$ cat config.mk
export PLATFORM = sky130hd
export DESIGN_NAME = ppc_regs
export DESIGN_NICKNAME = d
export VERILOG_FILES = /design/src/verilog/ppc_pkg.sv /design/src/verilog/ppc_regs.sv /design/src/verilog/ppc_ser_mem.sv
export VERILOG_INCLUDE_DIRS = /design/src /design/src/verilog
export SDC_FILE = /design/constraint.sdc
export NUM_CORES = 1
export LEC_CHECK = 0
export ABC_CLOCK_PERIOD_IN_PS = 5300
export BUFFER_PORTS_ARGS = -buffer_cell sky130_fd_sc_hd__buf_2
export CAP_MARGIN = 25
export CORE_ASPECT_RATIO = 1.1
export CORE_MARGIN = 1.5
export CORE_UTILIZATION = 60
export CTS_BUF_LIST = sky130_fd_sc_hd__clkbuf_8
export CTS_CLUSTER_DIAMETER = 40
export DETAILED_ROUTE_END_ITERATION = 16
export HOLD_SLACK_MARGIN = 0.12
export PLACE_DENSITY_LB_ADDON = 0.25
export SYNTH_ARGS = -nofsm -noshare
export SYNTH_HDL_FRONTEND = slang
export SYNTH_HIERARCHICAL = 1
export SYNTH_SLANG_ARGS = --single-unit
$ cat constraint.sdc
create_clock -name ref_clk_in -period 5.3 [get_ports ref_clk_in]
set_clock_uncertainty 0.2 [all_clocks]
set_input_delay 0.795 -clock ref_clk_in [delete_from_list [all_inputs] [get_ports ref_clk_in]]
set_output_delay 0.795 -clock ref_clk_in [all_outputs]
set_load 0.02 [all_outputs]
$ cat src/verilog/ppc_cfg.svh
// register map, field positions and reset values of the port power and charging bank
`ifndef PPC_CFG_SVH
`define PPC_CFG_SVH
`define PPC_SER_FIRST 8'h92
`define PPC_SER_LAST 8'hCF
`define PPC_SER_DEPTH 64
`define PPC_SER_AW 6
`define PPC_CHG_EN_ADDR 8'hD0
`define PPC_PWR_STAT_ADDR 8'hE5
`define PPC_OC_CTRL_ADDR 8'hE6
`define PPC_PORT_LSB 1
`define PPC_PORT_MSB 3
`define PPC_PORT3 2
`define PPC_BYTE_RST 8'h00
`define PPC_PORTS_RST 3'h0
`endif

$ cat src/verilog/ppc_pkg.sv
// types shared by the port power and charging bank
package ppc_pkg;
   typedef logic [2:0] ppc_ports_type;
   typedef struct packed {
      logic wr;
      logic rd;
      logic [7:0] addr;
      logic [7:0] wdata;
   } ppc_req_type;
   typedef struct packed {
      logic valid;
      logic [7:0] rdata;
   } ppc_rsp_type;
   typedef enum logic [2:0] {
      PPC_IDLE = 3'b001,
      PPC_SER_WAIT = 3'b010,
      PPC_DONE = 3'b100
   } ppc_rd_state_type;
endpackage

$ cat src/verilog/ppc_regs.sv
// port power, charging enable, over-current and serial string registers
//
// Operation
// - serial string bytes from 92h, low first
// - charging enable bits 3:1 are ports
// - charging bit one enables port charging
// - power status bits 3:1 read-only
// - status zero if unpowered or over-current
// - port power from host and over-current only
// - pin select one: pin senses port 3
// - pin select zero: register bit port 3
// - bits 2:1 report ports 2, 1
// - over-current bit one means over-current
// - active over-current clears power status bit
// - pin select picks pin or register
`timescale 1ns/100ps
`include "ppc_cfg.svh"
module ppc_regs (
   input wire logic ref_clk_in,
   input wire logic rst_in,
   input wire logic ce_in,
   input ppc_pkg::ppc_req_type req_in,
   output ppc_pkg::ppc_rsp_type rsp_out,
   input wire logic [2:0] host_port_power_in,
   input wire logic over_current_pin_select_in,
   input wire logic over_current_sense_pin_low_in,
   output logic [2:0] charging_enable_out,
   output logic [2:0] port_power_out,
   output logic [2:0] over_current_report_out,
   output logic init_busy_out
);
   import ppc_pkg::*;

   function automatic logic in_ser(input logic [7:0] a);
      in_ser = (a >= `PPC_SER_FIRST) && (a <= `PPC_SER_LAST);
   endfunction

   function automatic logic [7:0] ports_to_byte(input ppc_ports_type p);
      ports_to_byte = {4'h0, p, 1'b0};
   endfunction

   // pin synchroniser
   logic oc_pin_s1_q;
   logic oc_pin_s2_q;
   always_ff @(posedge ref_clk_in or posedge rst_in) begin
      if (rst_in) begin
         oc_pin_s1_q <= 1'b1;
         oc_pin_s2_q <= 1'b1;
      end else if (ce_in) begin
         oc_pin_s1_q <= over_current_sense_pin_low_in;
         oc_pin_s2_q <= oc_pin_s1_q;
      end
   end

   // clear walk of the string memory after reset
   logic init_q;
   logic [`PPC_SER_AW-1:0] init_addr_q;
   always_ff @(posedge ref_clk_in or posedge rst_in) begin
      if (rst_in) begin
         init_q <= 1'b1;
         init_addr_q <= '0;
      end else if (ce_in && init_q) begin
         init_addr_q <= init_addr_q + 1'b1;
         if (init_addr_q == `PPC_SER_AW'(`PPC_SER_DEPTH - 1)) begin
            init_q <= 1'b0;
         end
      end
   end

   logic wr_ok;
   logic rd_ok;
   assign wr_ok = req_in.wr && !init_q;
   assign rd_ok = req_in.rd && !init_q && !req_in.wr;

   logic ser_hit;
   logic [7:0] ser_off;
   logic [`PPC_SER_AW-1:0] mem_addr;
   logic [7:0] mem_rdata;
   assign ser_hit = in_ser(req_in.addr);
   assign ser_off = req_in.addr - `PPC_SER_FIRST;
   // contiguous byte offset keeps each character low byte then high byte
   assign mem_addr = init_q ? init_addr_q : ser_off[`PPC_SER_AW-1:0];

   ppc_ser_mem #(
      .DEPTH(`PPC_SER_DEPTH),
      .AW(`PPC_SER_AW)
   ) u_ser_mem (
      .ref_clk_in(ref_clk_in),
      .ce_in(ce_in),
      .wr_in(init_q || (wr_ok && ser_hit)),
      .addr_in(mem_addr),
      .wdata_in(init_q ? `PPC_BYTE_RST : req_in.wdata),
      .rdata_out(mem_rdata)
   );

   // charging enable
   logic [2:0] chg_en_q;
   always_ff @(posedge ref_clk_in or posedge rst_in) begin
      if (rst_in) begin
         chg_en_q <= `PPC_PORTS_RST;
      end else if (ce_in && wr_ok && req_in.addr == `PPC_CHG_EN_ADDR) begin
         chg_en_q <= req_in.wdata[`PPC_PORT_MSB:`PPC_PORT_LSB];
      end
   end

   // over-current control; reserved bits never stored so a stray one is harmless
   logic [2:0] oc_q;
   always_ff @(posedge ref_clk_in or posedge rst_in) begin
      if (rst_in) begin
         oc_q <= `PPC_PORTS_RST;
      end else if (ce_in && wr_ok && req_in.addr == `PPC_OC_CTRL_ADDR) begin
         oc_q <= req_in.wdata[`PPC_PORT_MSB:`PPC_PORT_LSB];
      end
   end

   // active over-current per port: port 3 source follows the pin select
   ppc_ports_type oc_active;
   always_comb begin
      oc_active = oc_q;
      if (over_current_pin_select_in) begin
         oc_active[`PPC_PORT3] = !oc_pin_s2_q;
      end else begin
         oc_active[`PPC_PORT3] = oc_q[`PPC_PORT3];
      end
   end

   // status writes are ignored: no write path reaches this flop
   logic [2:0] pwr_stat_q;
   always_ff @(posedge ref_clk_in or posedge rst_in) begin
      if (rst_in) begin
         pwr_stat_q <= `PPC_PORTS_RST;
      end else if (ce_in) begin
         pwr_stat_q <= host_port_power_in & ~oc_active;
      end
   end

   always_ff @(posedge ref_clk_in or posedge rst_in) begin
      if (rst_in) begin
         charging_enable_out <= `PPC_PORTS_RST;
         port_power_out <= `PPC_PORTS_RST;
         over_current_report_out <= `PPC_PORTS_RST;
      end else if (ce_in) begin
         charging_enable_out <= chg_en_q;
         port_power_out <= host_port_power_in & ~oc_active;
         over_current_report_out <= oc_active;
      end
   end

   always_ff @(posedge ref_clk_in or posedge rst_in) begin
      if (rst_in) begin
         init_busy_out <= 1'b1;
      end else if (ce_in) begin
         init_busy_out <= init_q;
      end
   end

   // read answer: registers in one cycle, string memory in two
   ppc_rd_state_type rd_st_q;
   logic [7:0] rd_byte;
   always_comb begin
      case (req_in.addr)
         `PPC_CHG_EN_ADDR: rd_byte = ports_to_byte(chg_en_q);
         `PPC_PWR_STAT_ADDR: rd_byte = ports_to_byte(pwr_stat_q);
         `PPC_OC_CTRL_ADDR: rd_byte = ports_to_byte(oc_q);
         default: rd_byte = `PPC_BYTE_RST;
      endcase
   end

   always_ff @(posedge ref_clk_in or posedge rst_in) begin
      if (rst_in) begin
         rd_st_q <= PPC_IDLE;
         rsp_out <= '0;
      end else if (ce_in) begin
         case (rd_st_q)
            PPC_IDLE: begin
               rsp_out.valid <= 1'b0;
               if (rd_ok && ser_hit) begin
                  rd_st_q <= PPC_SER_WAIT;
               end else if (rd_ok) begin
                  rsp_out.valid <= 1'b1;
                  rsp_out.rdata <= rd_byte;
                  rd_st_q <= PPC_DONE;
               end
            end
            PPC_SER_WAIT: begin
               rsp_out.valid <= 1'b1;
               rsp_out.rdata <= mem_rdata;
               rd_st_q <= PPC_DONE;
            end
            PPC_DONE: begin
               rsp_out.valid <= 1'b0;
               rd_st_q <= PPC_IDLE;
            end
            default: begin
               rsp_out.valid <= 1'b0;
               rd_st_q <= PPC_IDLE;
            end
         endcase
      end
   end
endmodule

$ cat src/verilog/ppc_ser_mem.sv
// byte memory holding the serial number string, registered read data
`timescale 1ns/100ps
`include "ppc_cfg.svh"
module ppc_ser_mem #(
   parameter int DEPTH = `PPC_SER_DEPTH,
   parameter int AW = `PPC_SER_AW
) (
   input wire logic ref_clk_in,
   input wire logic ce_in,
   input wire logic wr_in,
   input wire logic [AW-1:0] addr_in,
   input wire logic [7:0] wdata_in,
   output logic [7:0] rdata_out
);
   // no reset: contents are cleared by the owner walking every location
   logic [7:0] mem [0:DEPTH-1];
   always_ff @(posedge ref_clk_in) begin
      if (ce_in) begin
         if (wr_in) begin
            mem[addr_in] <= wdata_in;
         end
         rdata_out <= mem[addr_in];
      end
   end
endmodule
Yosys cells after proc, flatten, opt, wreduce, memory -nomap -nowiden --
Memories as Yosys holds them, arrays and structs flattened. A register that Yosys moved wholly into a read port is not among the register bits. Cells that the tools add are included.
Storage, ports and cells: bits in registers 37, memory bits (writable) 512, input port bits 26, output and inout port bits 19, word-level logic and storage cells 61, memories kept 1
Memories:
- u_ser_mem.mem | depth 64, width 8, read ports 1, clocked after Yosys merged registers in 1, wr ports 1, line ppc_ser_mem.sv:16 | logic [7:0] mem [0:DEPTH-1];
Operators by class: add/sub/neg operators 2, $lt $le $gt $ge 2, eq/ne operators 9, muxes and demuxes 14, bitwise operators 2, reduce and logical (&&, ||, !) cells 18
Operators by type and width (count):
- == test 8 bit, second input constant | 3
- two-way mux 9 bit | 2
- case mux 8 bit (2 select lines) | 1
- case mux 4 bit (3 select lines) | 1
- logical AND 1 bit | 10
- >= comparator 8 bit, second input constant | 1
- less-or-equal comparator 8 bit, second input constant | 1
- two-way mux 8 bit | 1
- adder 6 x 1 -> 6 bit, second input constant | 1
- == test 6 bit, second input constant | 1
- two-way mux 3 bit | 2
- two-way mux 6 bit | 1
- case mux 3 bit (2 select lines) | 1
- subtractor 6 x 5 -> 6 bit, second input constant | 1
- two-way mux 1 bit | 4
- != test 2 bit, second input constant | 2
- AND reduction 2 bit | 2
- AND reduction 4 bit | 1
- bitwise AND 3 bit | 1
- == test 3 x 1 -> 1 bit, second input constant | 1
- == test 3 x 2 -> 1 bit, second input constant | 1
- logical NOT 1 bit | 3
- != test 3 bit, second input constant | 1
- inverter 3 bit | 1
- other kinds (3) | 3

Longest topological paths before layout --
depth after elaboration 7, mapped depth 15, depth with buffers taken out 12

Cells and area by module --
The synthesis kept the hierarchy.
Modules (own cells, without submodules):
- ppc_ser_mem | instances 1, cells an instance 1195, area an instance 20368.3 sq um
- ppc_regs | instances 1, cells an instance 198, area an instance 2057.0 sq um

Least setup slack after synthesis --
Ideal clock, no wire load.
path type input to register, from input port req_in[9] (netlist bit), to memory u_ser_mem.mem[15][0] (enable), arrival time 3.190 ns, required time 4.730 ns, setup slack 1.540 ns, cell stages on the path 12, buffers on the path 5, path through clkbuf_1 -> inv_1 -> ha_1 -> mux2i_1 -> buf_6 -> buf_12 -> inv_2 -> buf_2 -> buf_2 -> nor2_1 -> nand2_1 -> nor2_1
RTL lines:
- start: declaration | line ppc_regs.sv:22 | input ppc_pkg::ppc_req_type req_in,
- subtractor 6 x 5 -> 6 bit (no line)
- two-way mux 6 bit | line ppc_regs.sv:82 | assign mem_addr = init_q ? init_addr_q : ser_off[`PPC_SER_AW-1:0];
- net mem_addr[2] | line ppc_regs.sv:77 | logic [`PPC_SER_AW-1:0] mem_addr;
- end: declaration | line ppc_ser_mem.sv:16
The timed path passes the listed nets, and every way through them passes these cells.

Final worst setup path --
from register init_q, to register u_ser_mem.rdata_out[1], read port of u_ser_mem.mem, data pin
On the way: longest elaborated chain between the ends 1
RTL lines:
- start: declaration | line ppc_regs.sv:56 | logic init_q;
- start signal: assignment | line ppc_regs.sv:60 | init_q <= 1'b1;
- start signal: assignment | line ppc_regs.sv:65 | init_q <= 1'b0;
- two-way mux 6 bit | line ppc_regs.sv:82
- net mem_addr[1] | line ppc_regs.sv:77
- end: declaration | line ppc_ser_mem.sv:13 | output logic [7:0] rdata_out
The timed path passes the listed nets, and every way through them passes these cells. A chain may end at the register's enable or synchronous reset.

==> run metrics <==
Initial Util between 60 and 70%; PD cells 355 nW/um2; final net count between 1500 and 2000; max_cap viols 0; Routability Congestion approximately 0.94; RSZ-0062 raised after global routing no; CP top delay family compound AO/OA/AOI/OAI gates; Total Power 8950 uW; num rows 74; Post-Syn Instances roughly 1400; Worst-Skew Late Latency around 610 ps; Clock power frac approximately 37%; count of input and output buffers 44; switching part of the total 23.6%; post-DP HPWL 36.2 mm; WL met2 approximately 28 mm; post-CTS setup buffer count 0; Comb pwr share around 8.4%; worst hold margin 216 ps; Cell Area, Synth roughly 22000 um2; fmax approximately 0.21 GHz; Top Layer Used met5; # DRC 0; Final Setup Violations 0; Avg WL per Cell around 28 um; post-route clock period utilization 89.5%; hold crit path type in2reg; Pleak roughly 0.0087 uW; Crit Path Max Fanout 41; 1st-iter DRT viols approximately 1900; Setup TNS Final 0 ps; antenna viol nets, final 0; fillers approximately 2400; Layout area overhead 12.5%; max-slew violations 0; Flop pwr share 54.5%; TritonCTS buffer count 84; Die Y between 200 and 250 um; number of synthesized flops with an enable pin 520; Slew @ Worst Pin ~1300 ps; Vias approximately 14000; Startpoint Class flop; Critical Path AT around 5000 ps; layout cell share with drive strength beyond 1 20.9%; yosys warns 6; Slew Limit Headroom about an eighth; Die X 187 um; Root Buffer clkbuf_8; TritonCTS clock tree done; clock slew at reported path FFs 60 ps; footprint of the multi-input gates between 5000 and 6000 um2; Global Route Usage Sum 30.7%; WL met3 between 6 and 7 mm; status finished, final reports clean; CTS sink cnt roughly 560; switching power around 2100 uW; total congestion overflow 0; Worst EP required around 5600 ps; Post-synth ARST share around 6.6%; n_diodes 0; M1 WL between 20 and 25 mm; Final Hold Viols 0; Worst setup EP type flop; DIE AREA just under 40000 um2; Reg area approximately 17000 um2; CTS Buffer Depth 3; vias per inst approximately 6.7; initial antenna violation count 1; IO Pins 45; Post-Route WL 58.4 mm; Tmin final 4750 ps; peak supply drop between 0.2 and 0.25 mV; Mean Syn Cell Area around 16 um2; Main synth FF type edfxtp_1; Netlist cell types just over 70; worst path bufs/invs 1; CP peak stage delay 1150 ps; first-pass GRT wire length 86.4 mm; internal power just under 7000 uW; critical path, cell by cell nand2_1, o21ai_4, buf_12, nor2b_2, a221oi_1, o311ai_0, or4_1; CP max stage cell o311ai_0; DRT Pass-1 Iters 5; Seq/Total Area, Yosys roughly 74%; H-tree depth 3; core footprint ~37000 um2; WS Path Type reg2reg; Mapped Nets 1421; number of synthesized register bits between 500 and 600; vias in the first global route around 14000; largest net degree at the start of global routing 65
## logic make-up after synthesis
| kind of cell | Yosys count | share of synthesized area [%] |
|---|---|---|
| compound gates | 332 | 10.8 |
| xor+xnor | 9 | 0.352 |
| fa+ha+maj | 2 | 0.112 |
| mux | 120 | 6.32 |
| simple gates | 251 | 5.65 |
| flops | 557 | 73.8 |
| buf+inv | 122 | 2.97 |
## metrics by stage
stage          util (%)  instance area, um2  setup slack (ps)  instances
3_5_place_dp       64.0               23600               777       1942
6_report           68.3               25200               555       2092
2_1_floorplan         -               22400              1540       1393
3_3_place_gp       64.0               23600               878       1941
4_1_cts            68.3               25200               931       2092
5_1_grt            68.3               25200               632       2092
## worst paths after layout
check / from / end / slack, ps / cells past startpoint
setup / recovery: init_q / u_ser_mem/rdata_out[1] / 550 / 7
hold / removal: over_current_sense_pin_low_in / oc_pin_s1_q / 220 / 2
setup reg to reg: init_q / u_ser_mem/rdata_out[1] / 550 / 7
hold reg to reg: rd_st_q[0] / rd_st_q[0] / 280 / 2
max in group asynchronous: rst_in / init_q / 3900 / 4
min in group asynchronous: rst_in / rsp_out[0] / 630 / 4
## cells in the mapped netlist, types with 23 or more instances
master	instances	area share (%)
a21oi_1	34	0.76
a221oi_1	55	2.1
a22oi_1	72	2.4
buf_2	32	0.71
clkbuf_1	39	0.65
dfrtp_1	32	3.6
edfxtp_1	520	70
inv_1	23	0.38
mux2_2	31	1.6
mux2i_1	62	2.8
nand2_1	56	0.94
nor2_1	92	1.5
o21ai_0	30	0.67
o22ai_1	45	1.3
## registers in the layout, indices dropped and copies added (netlist names)
name and cells:
rsp_out 9, u_ser_mem/rdata_out 8, rd_st_q 3, init_addr_q 6
chg_en_q 3, init_q 1, u_ser_mem/mem 512, oc_pin_s2_q 1
init_busy_out 1, over_current_report_out 3, port_power_out 3, charging_enable_out 3
oc_pin_s1_q 1, oc_q 3
## worst reg2reg max path, cell delays in order, from the launching register on
cell and delay (ps):
dfstp_2 1050, nand2_1 200, o21ai_4 330, buf_12 340, nor2b_2 810, a221oi_1 300
o311ai_0 1160, or4_1 230
## cell type report
cell class | count | area share [%]
Clock buffer | 93 | 5.07
Clock inverter | 56 | 1.18
Inverter | 24 | 0.357
Multi-Input combinational cell | 714 | 21.1
Sequential cell | 557 | 65.6
Tap cell | 494 | 2.45
Timing Repair Buffer | 154 | 4.26
## layout by cell type, fill, tap and decap left out, types with 6 or more instances in the layout
| cell | n |
|---|---|
| or4_1 | 7 |
| mux2_1 | 11 |
| nor3_1 | 12 |
| o221ai_1 | 12 |
| nand3_1 | 11 |
| a21oi_1 | 34 |
| nand3b_1 | 11 |
| dfrtp_1 | 32 |
| o22ai_1 | 45 |
| a22oi_1 | 72 |
| mux2_4 | 6 |
| o21ai_0 | 27 |
| and2_1 | 6 |
| a211oi_1 | 13 |
| o211ai_1 | 8 |
| o31ai_1 | 6 |
| mux4_2 | 11 |
| a221oi_1 | 55 |
| mux2_2 | 30 |
| mux2i_1 | 61 |
| nor2b_4 | 8 |
| buf_4 | 107 |
| nand2b_1 | 7 |
| nand2_1 | 56 |
| nor2_1 | 91 |
| a31oi_1 | 7 |
| clkbuf_8 | 93 |
| a22o_1 | 10 |
| xnor2_1 | 6 |
| buf_2 | 44 |
| a311oi_1 | 6 |
| o22a_1 | 7 |
| clkinv_1 | 20 |
| edfxtp_1 | 520 |
| inv_1 | 53 |
## per-layer routing
layer	up-vias	track usage [%]
li1	5870	-
met1	6990	41.8
met2	1005	49.1
met3	153	6.46
met4	2	12.4
met5	-	0
## power groups by stage
stage	registers (uW)	logic [uW]	clock network, uW
after global routing	4880	780	3540
after floorplan	4980	444	0
after CTS	4880	732	3360
after detailed placement	4970	727	0
after global placement	4970	713	0
final	4880	749	3320
## repair_timing
| item | in CTS | in global routing |
|---|---|---|
| hold endpoints to repair | 32 | 0 |
| hold buffers | 1 | 0 |
| gates resized for setup | 0 | 0 |
Power figures use the tool's default switching activity.
